<file path="src/design/swl_pkg.sv">
package swl_pkg;
    // ------------------------------------------------------------
    // clock and timing
    // ------------------------------------------------------------
    localparam int CLK_MHZ          = 20;
    localparam int T_PIN_UP_US      = 1000;  // supply on to pin raise, least
    localparam int T_RESUME_US      = 700;   // resume wait, longest
    localparam int T_RESP_US        = 2000;  // answer wait, longest
    localparam int PIN_UP_CYC       = T_PIN_UP_US * CLK_MHZ;
    localparam int RESUME_CYC       = T_RESUME_US * CLK_MHZ;
    localparam int RESP_CYC         = T_RESP_US * CLK_MHZ;
    localparam int DEACT_CYC        = 64;    // pin low before supply drops
    localparam int TIMER_W          = 16;
    // ------------------------------------------------------------
    // line coding: bit period and high times of a 0 and a 1
    // ------------------------------------------------------------
    localparam int BIT_CYC          = 20;
    localparam int HIGH0_CYC        = 5;
    localparam int HIGH1_CYC        = 15;
    localparam int SAMPLE_AT        = HIGH0_CYC - 1;
    localparam int MAX_REPEATS      = 3;
    // ------------------------------------------------------------
    // activation frame types from the frame decoder
    // ------------------------------------------------------------
    typedef enum logic [1:0] {
        FT_SYNC  = 2'h0,
        FT_READY = 2'h1,
        FT_OTHER = 2'h2
    } swl_frame_type;
    typedef enum logic [2:0] {
        ST_OFF    = 3'h0,
        ST_PWRUP  = 3'h1,
        ST_RESUME = 3'h2,
        ST_SYNC   = 3'h3,
        ST_RESP   = 3'h4,
        ST_DONE   = 3'h5,
        ST_FAIL   = 3'h6,
        ST_DEACT  = 3'h7
    } swl_state_type;
endpackage

</file>
<file path="src/design/swl_line_if.sv">
`timescale 1ns/1ps
`default_nettype none
interface swl_line_if;
    logic line_on;
    logic tx_bit;
    logic bit_en;
    logic rx_bit;
    logic rx_valid;
    modport ctrl (output line_on, output tx_bit,
                  input bit_en, input rx_bit, input rx_valid);
    modport line (input line_on, input tx_bit,
                  output bit_en, output rx_bit, output rx_valid);
endinterface
`default_nettype wire

</file>
<file path="src/design/swl_pwm_line.sv">
`timescale 1ns/1ps
`default_nettype none
module swl_pwm_line
    import swl_pkg::*;
(
    input  wire logic mclk,
    input  wire logic reset_n,
    input  wire logic slave_current_signal,
    output logic      master_voltage_signal,
    swl_line_if.line  lk
);
    typedef struct packed {
        logic [4:0] cnt;
        logic       bitval;
        logic       s2_meta;
        logic       s2_sync;
        logic       rx_bit;
        logic       rx_valid;
        logic       s1;
    } swl_line_type;

    swl_line_type cur_ff, nxt_cur;
    logic [4:0] high_len;

    // ------------------------------------------------------------
    // pulse width coder: the wire carries clock and data together
    // ------------------------------------------------------------
    always_comb begin
        nxt_cur = cur_ff;
        nxt_cur.s2_meta = slave_current_signal;
        nxt_cur.s2_sync = cur_ff.s2_meta;
        nxt_cur.rx_valid = 1'b0;
        if (cur_ff.cnt == 5'(BIT_CYC - 1)) begin
            nxt_cur.cnt = 5'h00;
            nxt_cur.bitval = lk.tx_bit;
        end else begin
            nxt_cur.cnt = cur_ff.cnt + 5'h01;
        end
        high_len = cur_ff.bitval ? 5'(HIGH1_CYC) : 5'(HIGH0_CYC);
        // line held low whenever off
        nxt_cur.s1 = lk.line_on && (nxt_cur.cnt < high_len);
        // current read only inside the high part of a bit
        if (lk.line_on && cur_ff.cnt == 5'(SAMPLE_AT)) begin
            nxt_cur.rx_bit = cur_ff.s2_sync;
            nxt_cur.rx_valid = 1'b1;
        end
        // parked at the bit end so the first pulse after the rise is whole
        if (!lk.line_on) begin
            nxt_cur.bitval = 1'b0;
            nxt_cur.cnt = 5'(BIT_CYC - 1);
        end
    end

    always_ff @(posedge mclk) begin
        if (!reset_n) begin
            cur_ff <= '0;
        end else begin
            cur_ff <= nxt_cur;
        end
    end

    assign lk.bit_en             = lk.line_on &&
                                   (cur_ff.cnt == 5'(BIT_CYC - 1));
    assign lk.rx_bit             = cur_ff.rx_bit;
    assign lk.rx_valid           = cur_ff.rx_valid;
    assign master_voltage_signal = cur_ff.s1;

    initial begin
        if (HIGH0_CYC < 3 || HIGH1_CYC >= BIT_CYC || BIT_CYC > 31) begin
            $error("unusable line coding constants");
        end
    end
endmodule
`default_nettype wire

</file>
<file path="src/design/swl_master_ctrl.sv">
`timescale 1ns/1ps
`default_nettype none
module swl_master_ctrl
    import swl_pkg::*;
#(
    parameter int PIN_UP_CYCLES = PIN_UP_CYC,
    parameter int RESUME_CYCLES = RESUME_CYC,
    parameter int RESP_CYCLES   = RESP_CYC
) (
    input  wire logic                   mclk,
    input  wire logic                   reset_n,
    input  wire logic                   supply_req,
    input  wire logic                   full_power,
    input  wire logic                   tx_line_bit,
    input  wire logic                   rx_frame_valid,
    input  wire logic                   rx_frame_ok,
    input  wire swl_pkg::swl_frame_type rx_frame_type,
    input  wire logic                   slave_current_signal,
    output logic                        master_voltage_signal,
    output logic                        master_voltage_oe,
    output logic                        supply_enable,
    output logic                        line_bit_en,
    output logic                        rx_line_bit,
    output logic                        rx_line_valid,
    output logic                        tx_frame_req,
    output logic                        tx_frame_repeat_bit,
    output logic                        tx_full_power,
    output logic                        link_active,
    output logic                        card_no_support
);
    import swl_pkg::*;

    typedef struct packed {
        swl_state_type        st;
        logic [TIMER_W-1:0]   timer;
        logic [1:0]           repeats;
        logic                 first_sync;
        logic                 fr_sent;
        logic                 supply;
        logic                 req;
        logic                 req_fr;
        logic                 req_pw;
    } swl_ctrl_type;

    swl_ctrl_type cur_ff, nxt_cur;
    swl_line_if   lk();
    logic         resumed;
    logic         good_sync;
    logic         good_ready;
    logic         timeout;

    swl_pwm_line u_line (
        .mclk                 (mclk),
        .reset_n              (reset_n),
        .slave_current_signal (slave_current_signal),
        .master_voltage_signal(master_voltage_signal),
        .lk                   (lk)
    );

    initial begin
        if (RESP_CYCLES >= 2**TIMER_W || PIN_UP_CYCLES >= 2**TIMER_W ||
            RESUME_CYCLES >= 2**TIMER_W || RESUME_CYCLES < 1) begin
            $error("timer too narrow for chosen counts");
        end
    end

    // ------------------------------------------------------------
    // frame classification
    // ------------------------------------------------------------
    assign resumed    = lk.rx_valid && lk.rx_bit;
    assign good_sync  = rx_frame_valid && rx_frame_ok &&
                        rx_frame_type == FT_SYNC;
    assign good_ready = rx_frame_valid && rx_frame_ok &&
                        rx_frame_type == FT_READY;
    assign timeout    = (cur_ff.timer == '0);

    // ------------------------------------------------------------
    // activation sequencer
    // ------------------------------------------------------------
    always_comb begin
        nxt_cur = cur_ff;
        nxt_cur.req = 1'b0;
        if (!timeout) begin
            nxt_cur.timer = cur_ff.timer - 1'b1;
        end
        unique case (cur_ff.st)
            ST_OFF: begin
                if (supply_req) begin
                    nxt_cur.st = ST_PWRUP;
                    nxt_cur.supply = 1'b1;
                    nxt_cur.timer = TIMER_W'(PIN_UP_CYCLES);
                end
            end
            ST_PWRUP: begin
                if (timeout) begin
                    nxt_cur.st = ST_RESUME;  // pin rises
                    nxt_cur.timer = TIMER_W'(RESUME_CYCLES);
                end
            end
            ST_RESUME: begin
                if (resumed) begin
                    nxt_cur.st = ST_SYNC;
                    nxt_cur.timer = TIMER_W'(RESP_CYCLES);
                end else if (timeout) begin
                    nxt_cur.st = ST_FAIL;
                end
            end
            ST_SYNC: begin
                nxt_cur.req = 1'b1;
                if (good_sync && full_power) begin
                    nxt_cur.first_sync = 1'b1;
                    nxt_cur.req_fr = 1'b0;
                end else if (good_sync) begin
                    nxt_cur.st = ST_DONE;
                    nxt_cur.req = 1'b0;
                end else if (rx_frame_valid || timeout) begin
                    nxt_cur.req_fr = 1'b1;
                    nxt_cur.repeats = 2'h1;
                end else begin
                    nxt_cur.req = 1'b0;
                end
                if (nxt_cur.req) begin
                    nxt_cur.st = ST_RESP;
                    nxt_cur.req_pw = full_power;
                    nxt_cur.fr_sent = nxt_cur.req_fr;
                    nxt_cur.timer = TIMER_W'(RESP_CYCLES);
                end
            end
            ST_RESP: begin
                if ((good_sync && cur_ff.fr_sent) ||
                    (good_ready && cur_ff.first_sync)) begin
                    nxt_cur.st = ST_DONE;
                end else if (rx_frame_valid || timeout) begin
                    // out of order frames fall here too
                    if (cur_ff.repeats == 2'(MAX_REPEATS)) begin
                        nxt_cur.st = ST_FAIL;
                    end else begin
                        nxt_cur.req = 1'b1;
                        nxt_cur.req_fr = 1'b1;
                        nxt_cur.fr_sent = 1'b1;
                        nxt_cur.req_pw = full_power;
                        nxt_cur.repeats = cur_ff.repeats + 2'h1;
                        nxt_cur.timer = TIMER_W'(RESP_CYCLES);
                    end
                end
            end
            ST_DONE, ST_FAIL: begin
            end
            ST_DEACT: begin
                if (timeout) begin
                    nxt_cur.st = ST_OFF;  // supply off only now
                    nxt_cur.supply = 1'b0;
                end
            end
        endcase
        // supply withdrawal: pin goes low first
        if (!supply_req && cur_ff.supply && cur_ff.st != ST_DEACT) begin
            nxt_cur.st = ST_DEACT;
            nxt_cur.req = 1'b0;
            nxt_cur.timer = TIMER_W'(DEACT_CYC);
        end
        if (nxt_cur.st == ST_OFF || nxt_cur.st == ST_PWRUP) begin
            nxt_cur.repeats = 2'h0;
            nxt_cur.first_sync = 1'b0;
            nxt_cur.fr_sent = 1'b0;
        end
    end

    always_ff @(posedge mclk) begin
        if (!reset_n) begin  // only the link's own reset
            cur_ff <= '0;
        end else begin
            cur_ff <= nxt_cur;
        end
    end

    // ------------------------------------------------------------
    // outputs; link state never touches other card interfaces
    // ------------------------------------------------------------
    assign lk.line_on = cur_ff.st inside {ST_RESUME, ST_SYNC, ST_RESP,
                                           ST_DONE};
    assign lk.tx_bit          = tx_line_bit;  // b8 first, as framed
    assign master_voltage_oe  = cur_ff.supply;
    assign supply_enable      = cur_ff.supply;
    assign line_bit_en        = lk.bit_en;
    assign rx_line_bit        = lk.rx_bit;
    assign rx_line_valid      = lk.rx_valid;
    assign tx_frame_req       = cur_ff.req;
    assign tx_frame_repeat_bit= cur_ff.req_fr;
    assign tx_full_power      = cur_ff.req_pw;
    assign link_active        = (cur_ff.st == ST_DONE);
    assign card_no_support    = (cur_ff.st == ST_FAIL);
endmodule
`default_nettype wire

</file>
<file path="config.mk">
export PLATFORM = sky130hd
export DESIGN_NAME = swl_master_ctrl
export DESIGN_NICKNAME = d
export VERILOG_FILES = /design/src/design/swl_pkg.sv /design/src/design/swl_line_if.sv /design/src/design/swl_pwm_line.sv /design/src/design/swl_master_ctrl.sv
export SDC_FILE = /design/constraint.sdc
export NUM_CORES = 1
export LEC_CHECK = 0
export BUFFER_PORTS_ARGS = -buffer_cell sky130_fd_sc_hd__buf_2
export CAP_MARGIN = 25
export CORE_MARGIN = 8
export CORE_UTILIZATION = 47
export DETAILED_ROUTE_END_ITERATION = 12
export HOLD_SLACK_MARGIN = 0.12
export PLACE_DENSITY = 0.65
export SYNTH_ARGS = -nofsm -noshare
export SYNTH_HDL_FRONTEND = slang
export SYNTH_SLANG_ARGS = --single-unit
</file>
<file path="constraint.sdc">
create_clock -name mclk -period 2.6 [get_ports mclk]
set_input_delay 0.52 -clock mclk [delete_from_list [all_inputs] [get_ports mclk]]
set_output_delay 0.52 -clock mclk [all_outputs]
set_load 0.005 [all_outputs]
</file>
==> results of run 1 <==
## synth_stat cells, types with 4 or more instances
library cell / instances / share of area
sky130_fd_sc_hd__nor3_1: 12 / 0.027
sky130_fd_sc_hd__nand2_1: 23 / 0.039
sky130_fd_sc_hd__o21ai_0: 11 / 0.025
sky130_fd_sc_hd__xnor2_1: 6 / 0.024
sky130_fd_sc_hd__nor3b_1: 5 / 0.017
sky130_fd_sc_hd__a211oi_1: 4 / 0.014
sky130_fd_sc_hd__nand3_1: 6 / 0.014
sky130_fd_sc_hd__nor2_1: 37 / 0.063
sky130_fd_sc_hd__a21oi_1: 15 / 0.034
sky130_fd_sc_hd__inv_1: 10 / 0.017
sky130_fd_sc_hd__a31oi_1: 6 / 0.017
sky130_fd_sc_hd__ha_1: 7 / 0.040
sky130_fd_sc_hd__dfxtp_1: 38 / 0.34
sky130_fd_sc_hd__nor4_1: 7 / 0.020
sky130_fd_sc_hd__xor2_1: 5 / 0.020
sky130_fd_sc_hd__nand2b_1: 6 / 0.017
sky130_fd_sc_hd__and2_1: 7 / 0.020
sky130_fd_sc_hd__o21ai_1: 5 / 0.011
## critical path: cells and delay by family (launching register included)
kind            cells  cell delay (ns)
compound gates      2             0.51
simple gates        3             1.12
fa+ha+maj           1             0.22
buf+inv             1             0.07
mux                 1             0.15
flops               1             0.31
## worst paths after layout
| path | to | from | cells after the start | slack, ns |
|---|---|---|---|---|
| setup / recovery | cur_ff[4]$_SDFFE_PP0P_ | cur_ff[8]$_SDFF_PP0_ | 8 | 0.1 |
| hold / removal | u_line.cur_ff[3]$_SDFF_PN0_ | u_line.cur_ff[4]$_SDFF_PN0_ | 1 | 0.44 |
| setup reg to reg | cur_ff[4]$_SDFFE_PP0P_ | cur_ff[8]$_SDFF_PP0_ | 8 | 0.1 |
| hold reg to reg | u_line.cur_ff[3]$_SDFF_PN0_ | u_line.cur_ff[4]$_SDFF_PN0_ | 1 | 0.44 |
## timing repair
item	4_1_cts	5_1_grt
resized for setup	0	1
setup endpoints to repair	0	3
hold buffers	0	0
## layer usage
| layer | up-vias | share of wire | GRT usage |
|---|---|---|---|
| li1 | 1022 | - | - |
| met1 | 947 | 0.47 | 0.1833 |
| met2 | 38 | 0.45 | 0.2477 |
| met3 | 8 | 0.055 | 0.03805 |
| met4 | 0 | 0.016 | 0.05825 |
| met5 | - | 0 | 0 |
## kinds of logic after synthesis
| family | after synthesis | share of synthesized area |
|---|---|---|
| flops | 38 | 0.3441 |
| mux | 3 | 0.01358 |
| buf+inv | 20 | 0.05036 |
| fa+ha+maj | 7 | 0.03961 |
| simple gates | 128 | 0.3073 |
| compound gates | 64 | 0.2015 |
| xor+xnor | 11 | 0.04358 |
## per-stage QoR
stage	area (µm²)	hold slack, ns
floorplan	2211	0.4118
global placement	2338	0.4252
detailed placement	2338	0.4319
CTS	2415	0.4317
global route	2422	0.4270
finish	2422	0.4423
## sequential cells by signal, indices dropped and copies added (netlist names)
register,flops
u_line.cur_ff,8
tx_full_power,1
u_line.master_voltage_signal,1
tx_frame_req,1
u_line.lk.rx_bit,1
cur_ff,23
tx_frame_repeat_bit,1
master_voltage_oe,1
u_line.lk.rx_valid,1
## layout make-up
class	instances	area [µm²]
inverter	11	41.29
sequential	38	760.7
fill	455	2207
clock buffer	7	76.32
multi-input combinational	213	1346
timing repair buffer	24	130.1
tap	54	67.56
## power by group
part           internal (µW)  total (µW)  switching [µW]
Sequential               741         942             201
Clock                    185         378             194
Combinational            680        1570             886
==> impl_results.md, run 1 <==
- Drt drc: 0
- Clock root buffer master: sky130_fd_sc_hd__clkbuf_8
- Net total in the final layout: 310
- Number of antenna violations at the first check in global routing: 0
- First-pass GRT wire length: 8776 µm
- Site row count: 25
- Worst path arrival time: 2.68 ns
- Peak supply drop: 441.6 µV
- Kind of end point of the critical path: flop
- Number of instances in the placed design: 340
- Worst slew slack as a fraction of its limit: 0.5445
- Mean Syn Cell Area: 8.158 µm²
- Total number of vias: 2015
- Die area: 7155 µm²
- Reported leakage power: 0.0009435 µW
- Post-layout utilization of the core: 0.5232
- Ant diodes: 0
- Number of global-route vias before repair: 1867
- Sink count of the clock tree: 38
- Initial core utilization: 0.4776
- Pins Over Slew Limit: 0
- Count of flip-flops with a built-in enable after synthesis: 0
- CP Class: reg2reg
- Post-route insts no fill: 347
- RePlAce Congestion: 0.8845
- Wire length per cell after detailed routing: 14.73 µm
- Number of max-cap violations: 0
- Number of nets in the synthesized netlist: 288
- Req. time, crit path: 2.78 ns
- Starting DRT DRC Count: 120
- Sequential share of the synthesized area: 0.3441
- I/O pin cnt: 21
- RSZ-0062 raised after global routing: no
- Worst slew pin tran: 0.6770 ns
- Pwr/cell area: 1192 nW/µm²
- Global route overflow: 0
- Gate count after technology mapping: 271
- Post-route setup slack: 0.09762 ns
- Tot GR Track Use: 0.1508
- Maximum clock frequency: 0.3996 GHz
- Crit-path slowest cell: sky130_fd_sc_hd__or4_4
- Count of yosys warnings during synthesis: 0
- Drt total wl: 5110 µm
- Final worst path period need: 2.502 ns
- Worst setup SP type: flop
- Die Height: 84.59 µm
- Clk pin slew, worst setup/hold paths: 0.07 ns
- Pre-Repair DR Iteration Count: 4
- Clock buffers created by TritonCTS: 5
- Yosys cell types: 57
- Class of the most critical hold timing path: reg2reg
- Pre-CTS setup slack: 0.1094 ns
- Clock insertion delay at the later pin of the skew report: 0.29 ns
- Delay of the slowest cell on the worst path: 0.55 ns
- Fin Setup TNS: 0 ns
- Count of H-tree levels built during CTS: 2
- Maximum buffer depth of the clock tree: 2
- X dimension of the die: 84.59 µm
- Netlist area before placement: 2211 µm²
- Fraction of layout cells with a size suffix above 1: 0.1536
- Leading cell types in the layout, fill and taps excluded: 38 x sky130_fd_sc_hd__dfxtp_1, 37 x sky130_fd_sc_hd__nor2_1, 23 x sky130_fd_sc_hd__nand2_1
- Hold violation total from the final report: 0
- Fraction of the cycle the final worst path needs: 0.9625
- Via-to-Cell Ratio: 5.807
- Port Buf Inserts: 20
- # setup viols final: 0
- Detail Placement HPWL: 3845 µm
- Largest net degree at the start of global routing: 17
- Synth Register Bits: 38
- DRT antenna net count: 0
- Most frequently used flop master after synthesis: sky130_fd_sc_hd__dfxtp_1
- Ordered list of cells on the worst path: inv_1, ha_1, or3b_2, or4_4, mux2i_1, a211o_2, o21ai_4, nor2_1
- Most common library cell in the layout ignoring fill and taps: sky130_fd_sc_hd__dfxtp_1
- CP max FO: 5
- Number of buffers added for setup after CTS: 0
- Worst clock skew: 0.007015 ns
- Core region area: 4629 µm²
- TritonCTS clock tree: built
- Proportion of register bits with asynchronous set or reset after synthesis: 0
- Overall power after layout: 2887 µW
- Area growth from synthesis to layout: 9.564%
- Status: finished clean
Power figures use the tool's default switching activity.
==> inputs of run 2 (changes only) <==
Settings changed: CELL_PAD_IN_SITES_DETAIL_PLACEMENT from default to 0, CELL_PAD_IN_SITES_GLOBAL_PLACEMENT from default to 1, CORE_UTILIZATION 47 to 44, PLACE_DENSITY 0.65 to 0.78.
==> impl_results.md, run 2 (synthesis results as in run 1) <==
- Routed wire length on met2: 2483 µm
- Number of global-route vias before repair: 1938
- Worst path arrival time: 2.68 ns
- Maximum clock frequency: 0.4004 GHz
- Post-route setup slack: 0.1025 ns
- Largest registers in the final layout: cur_ff: 23 flops, u_line.cur_ff: 8 flops
- Net Sw Frac: 0.4329
- Tot GR Track Use: 0.1553
- Site row count: 26
- Kind of end point of the critical path: flop
- Area growth from synthesis to layout: 12.62%
- Number of buffers added for setup after CTS: 0
- CP Class: reg2reg
- Die area: 7549 µm²
- Worst slew pin tran: 0.6293 ns
- Die Height: 86.89 µm
- CP max FO: 5
- Register share of total power: 0.311
- CP Buf/Inv Count: 1
- Pre-CTS setup slack: 0.08427 ns
- Pwr/cell area: 1236 nW/µm²
- Core region area: 4977 µm²
- Worst clock skew: 0.006480 ns
- Port Buf Inserts: 20
- Ant diodes: 0
- Clock root buffer master: sky130_fd_sc_hd__clkbuf_8
- Fraction of layout cells with a size suffix above 1: 0.1655
- Kind of cell with the highest combined delay on the critical path: simple AND/OR/NAND/NOR gates
- Wire length per cell after detailed routing: 14.91 µm
- Switch Pwr: 1333 µW
- Detail Placement HPWL: 4045 µm
- Post-layout utilization of the core: 0.5003
- Peak supply drop: 376.8 µV
- RePlAce Congestion: 0.8510
- Final worst hold slack: 0.4335 ns
- Req. time, crit path: 2.78 ns
- Power share of the clock group: 0.161
- Delay of the slowest cell on the worst path: 0.55 ns
- Initial core utilization: 0.4442
- Number of instances in the placed design: 358
- Register bank with the most flops: cur_ff
- Final worst path period need: 2.498 ns
- Clock insertion delay at the later pin of the skew report: 0.29 ns
- Hold violation total from the final report: 0
- Count of H-tree levels built during CTS: 2
- Most common library cell in the layout ignoring fill and taps: sky130_fd_sc_hd__dfxtp_1
- Sink count of the clock tree: 38
- RSZ-0062 raised after global routing: no
- Pins Over Slew Limit: 0
- Share of power burned in combinational logic: 0.528
- Drt total wl: 5456 µm
- Clk pin slew, worst setup/hold paths: 0.08 ns
- X dimension of the die: 86.89 µm
- Pre-Repair DR Iteration Count: 4
- Cell-internal power: 1746 µW
- Global route overflow: 0
- Maximum buffer depth of the clock tree: 2
- Net total in the final layout: 312
- Post-route insts no fill: 366
- First-pass GRT wire length: 9335 µm
- Worst slew slack as a fraction of its limit: 0.5775
- Largest net degree at the start of global routing: 18
- Fin Setup TNS: 0 ns
- Number of max-cap violations: 0
- Drt drc: 0
- Fraction of the cycle the final worst path needs: 0.9606
- Crit-path slowest cell: sky130_fd_sc_hd__or4_4
- Wire length the detailed router placed on met1: 2654 µm
- Total number of vias: 1991
- Number of antenna violations at the first check in global routing: 0
- Leading cell types in the layout, fill and taps excluded: 38 x sky130_fd_sc_hd__dfxtp_1, 37 x sky130_fd_sc_hd__nor2_1, 23 x sky130_fd_sc_hd__nand2_1
- TritonCTS clock tree: built
- Flip-flop count of the largest register after layout: 23
- DRT antenna net count: 0
- Class of the most critical hold timing path: in2reg
- # setup viols final: 0
- Ordered list of cells on the worst path: inv_1, ha_2, or3b_2, or4_4, mux2i_1, a211o_2, o21ai_4, nor2_1
- Reported leakage power: 0.0009673 µW
- Max Used Layer: met4
- Worst setup SP type: flop
- I/O pin cnt: 21
- WL met3: 229 µm
- Clock buffers created by TritonCTS: 5
- Status: finished clean
- Starting DRT DRC Count: 106
- Via-to-Cell Ratio: 5.440
==> run 2: changes by cell type in the layout (fill, tap and decap cells not counted), sizes merged <==
cell | before | now
buf | 24 | 26
bufinv | 0 | 1
==> run 2: stage by stage <==
| step | power, µW | cell area, µm² |
|---|---|---|
| 6_report | 3079 | 2490 |
| 5_1_grt | 3350 | 2490 |
| 4_1_cts | 3067 | 2480 |
| 3_5_place_dp | 2557 | 2374 |
| 3_3_place_gp | 2559 | 2374 |
| 2_1_floorplan | 2179 | 2211 |
==> run 2: power groups by stage <==
stage          sequential (µW)  clock (µW)  combinational [µW]
3_5_place_dp               966           0                1590
2_1_floorplan              879           0                1300
5_1_grt                    988         530                1830
6_report                   957         494                1630
4_1_cts                    952         507                1610
3_3_place_gp               958           0                1600
==> run 2: path summary, 6_finish.rpt <==
kind	start	end	slack, ns	cells after the start
setup / recovery	cur_ff[8]$_SDFF_PP0_	cur_ff[4]$_SDFFE_PP0P_	0.10	8
hold / removal	slave_current_signal	u_line.cur_ff[4]$_SDFF_PN0_	0.43	2
setup reg to reg	cur_ff[8]$_SDFF_PP0_	cur_ff[4]$_SDFFE_PP0P_	0.10	8
hold reg to reg	u_line.cur_ff[4]$_SDFF_PN0_	u_line.cur_ff[3]$_SDFF_PN0_	0.44	1
==> run 2: routing by layer <==
layer,vias up,GRT usage
li1,1028,-
met3,7,0.03491
met2,31,0.2408
met1,925,0.2062
met4,0,0.05008
met5,-,0
==> run 2: layout make-up <==
type                    count  area [µm²]
repair buffers             26       145.1
multi-input cells         213        1349
fillers                   522        2487
inverters                  11       41.29
flip-flops and latches     38       760.7
well taps                  70       87.58
clock buffers               7       76.32
clock inverters             1       30.03
==> run 2: timing repair <==
action                                  4_1_cts  5_1_grt
hold buffers                                  0        0
resized for setup                             0        2
endpoints found under the setup margin        0        3
==> inputs of run 3 (changes only) <==
Settings changed: ABC_AREA from default to 1, CORE_UTILIZATION 44 to 40, PLACE_DENSITY 0.78 to 0.75.
==> impl_results.md, run 3 <==
- Sink count of the clock tree: 38
- Detail Placement HPWL: 4427 µm
- Overall power after layout: 2739 µW
- Post-layout utilization of the core: 0.4610
- CP Buf/Inv Count: 3
- Largest area contributor in the synthesized netlist: sky130_fd_sc_hd__dfxtp_1
- Fin Setup TNS: 0 ns
- RSZ-0062 raised after global routing: no
- Sequential share of the synthesized area: 0.3332
- Fraction of layout cells with a size suffix above 1: 0.1585
- Number of global-route vias before repair: 2018
- Register bank with the most flops: cur_ff
- Worst hold stages: 3
- First-pass GRT wire length: 9508 µm
- Start point of the worst min-delay path: slave_current_signal
- Fraction of the cycle the final worst path needs: 0.8440
- Area growth from synthesis to layout: 11.18%
- Netlist area before placement: 2283 µm²
- Clk pin slew, worst setup/hold paths: 0.07 ns
- Global route overflow: 0
- Clock root buffer master: sky130_fd_sc_hd__clkbuf_8
- Most common library cell in the layout ignoring fill and taps: sky130_fd_sc_hd__nand2_1
- Core region area: 5507 µm²
- Number of max-cap violations: 0
- Starting DRT DRC Count: 90
- Delay of the slowest cell on the worst path: 0.46 ns
- Most frequently used flop master after synthesis: sky130_fd_sc_hd__dfxtp_1
- Flip-flop count of the largest register after layout: 23
- Port Buf Inserts: 20
- Final worst path period need: 2.194 ns
- Mean Syn Cell Area: 6.677 µm²
- Switch Pwr: 1285 µW
- CP Class: reg2out
- Worst flop-to-flop path endpoint: cur_ff[16]$_SDFF_PP0_
- Via-to-Cell Ratio: 4.811
- Maximum clock frequency: 0.4557 GHz
- Kind of cell with the highest combined delay on the critical path: simple AND/OR/NAND/NOR gates
- Yosys cell types: 35
- Worst setup SP type: flop
- CP max FO: 8
- Leading post-synthesis cells by cell area: sky130_fd_sc_hd__dfxtp_1 33%, sky130_fd_sc_hd__nand2_1 12%, sky130_fd_sc_hd__nor2_1 8.5%
- Proportion of register bits with asynchronous set or reset after synthesis: 0
- Number of nets in the synthesized netlist: 359
- Status: finished clean
- # setup viols final: 0
- Net total in the final layout: 382
- RePlAce Congestion: 0.7878
- Worst path arrival time: 1.67 ns
- Clock insertion delay at the later pin of the skew report: 0.29 ns
- Initial core utilization: 0.4147
- FF-to-FF setup slack: 0.68 ns
- Drt total wl: 5443 µm
- Largest net degree at the start of global routing: 13
- Count of H-tree levels built during CTS: 2
- Worst slew pin tran: 0.3947 ns
- Wire length per cell after detailed routing: 12.43 µm
- Worst clock skew: 0.004259 ns
- I/O pin cnt: 21
- Drt drc: 0
- Pins Over Slew Limit: 0
- Share of the synthesized area in the top cell type: 0.3332
- Clock buffers created by TritonCTS: 5
- DRT antenna net count: 0
- Area of all placed cells without fillers: 2539 µm²
- Largest registers in the final layout: cur_ff: 23 flops, u_line.cur_ff: 8 flops
- Net Sw Frac: 0.4690
- Class of the most critical hold timing path: in2reg
- Cells resized by post-CTS repair: 0
- Pre-Repair DR Iteration Count: 4
- Depth of the worst register-to-register path: 11
- Number of antenna violations at the first check in global routing: 0
- Cell Area, Placed: 2447 µm²
- Synth cell count leaders: 70 x sky130_fd_sc_hd__nand2_1, 52 x sky130_fd_sc_hd__nor2_1, 47 x sky130_fd_sc_hd__inv_1
- Maximum buffer depth of the clock tree: 2
- Gate count after technology mapping: 342
- CTS Hold Bufs: 0
- Tot GR Track Use: 0.1381
- Share of power burned in combinational logic: 0.533
- Total number of vias: 2107
- Worst Hold End: u_line.cur_ff[4]$_SDFF_PN0_
- Synth Register Bits: 38
- Req. time, crit path: 2.08 ns
- Pre-CTS setup slack: 0.6061 ns
- Peak supply drop: 379.8 µV
- Crit-path slowest cell: sky130_fd_sc_hd__dfxtp_1
- X dimension of the die: 91.56 µm
- Cell-internal power: 1455 µW
- Post-route setup slack: 0.4057 ns
- Leading cell types in the layout, fill and taps excluded: 70 x sky130_fd_sc_hd__nand2_1, 52 x sky130_fd_sc_hd__nor2_1, 47 x sky130_fd_sc_hd__inv_1
- Power share of the clock group: 0.153
- Kind of end point of the critical path: primary output
- Worst slew slack as a fraction of its limit: 0.7341
- Register share of total power: 0.313
- Hold violation total from the final report: 0
- Die area: 8382 µm²
- Pwr/cell area: 1079 nW/µm²
- Number of buffers added for setup after CTS: 0
- Site row count: 27
- Reported leakage power: 0.001305 µW
- Most numerous cell in the Yosys netlist: sky130_fd_sc_hd__nand2_1
- Count of yosys warnings during synthesis: 0
- Count of flip-flops with a built-in enable after synthesis: 0
- Launch point of the worst reg-to-reg path: cur_ff[8]$_SDFF_PP0_
- Die Height: 91.56 µm
- Ant diodes: 0
- Ordered list of cells on the worst path: inv_2, nand3_1, nand4_1, nand2_1, inv_1, buf_2
- TritonCTS clock tree: built
run 3: area by class of cell:
class | count | area, µm²
Fill cell | 609 | 2968
Multi-Input combinational cell | 247 | 1297
Sequential cell | 38 | 760.7
Inverter | 53 | 198.9
Timing Repair Buffer | 20 | 100.1
Tap cell | 72 | 90.09
Clock buffer | 7 | 86.33
Clock inverter | 1 | 5.005
run 3: worst max-delay path by stage:
| stage | start | endpoint | depth (start not counted) |
|---|---|---|---|
| 3_3_place_gp | supply_req | cur_ff[9]$_SDFF_PP0_ | 7 |
| 5_1_grt | cur_ff[26]$_SDFF_PN0_ | line_bit_en | 6 |
| 2_1_floorplan | cur_ff[8]$_SDFF_PP0_ | cur_ff[18]$_SDFF_PP0_ | 13 |
| 4_1_cts | cur_ff[26]$_SDFF_PN0_ | line_bit_en | 6 |
| 3_5_place_dp | rx_frame_type[0] | cur_ff[16]$_SDFF_PP0_ | 8 |
| 6_report | cur_ff[26]$_SDFF_PN0_ | line_bit_en | 6 |
run 3: worst min-delay path, cell delays in order:
cell                      delay (ns)
sky130_fd_sc_hd__buf_2          0.07
sky130_fd_sc_hd__nand2_1        0.04
sky130_fd_sc_hd__inv_1          0.04
run 3: cell families (layout without fill, tap and decap cells):
| family | Yosys count | in the layout | share of synthesized area |
|---|---|---|---|
| adder cells (fa/ha/maj) | 7 | 7 | 0.03835 |
| AND/OR/NAND/NOR | 193 | 193 | 0.3978 |
| AO/OA/AOI/OAI | 37 | 37 | 0.09371 |
| buffers and inverters | 57 | 81 | 0.09863 |
| flip-flops | 38 | 38 | 0.3332 |
| XOR/XNOR | 10 | 10 | 0.03836 |
run 3: metal layers:
metal  vias to the layer above  wire length (µm)  GRT usage
li1                       1138                 -          -
met1                       942              2753     0.1758
met2                        25              2508     0.2215
met3                         2               149    0.03457
met4                         0                31    0.04502
met5                         -                 0          0
run 3: per-stage QoR:
stage / hold WS, ns / cells
2_1_floorplan: 0.3905 / 342
3_3_place_gp: 0.4110 / 430
3_5_place_dp: 0.4085 / 430
4_1_cts: 0.3997 / 438
5_1_grt: 0.3987 / 438
6_report: 0.4072 / 438
run 3: power groups by stage:
stage	clock [µW]	combinational [µW]	sequential, µW
2_1_floorplan	0	1170	839
3_3_place_gp	0	1480	869
3_5_place_dp	0	1460	870
4_1_cts	437	1470	857
5_1_grt	464	1690	882
6_report	420	1460	858
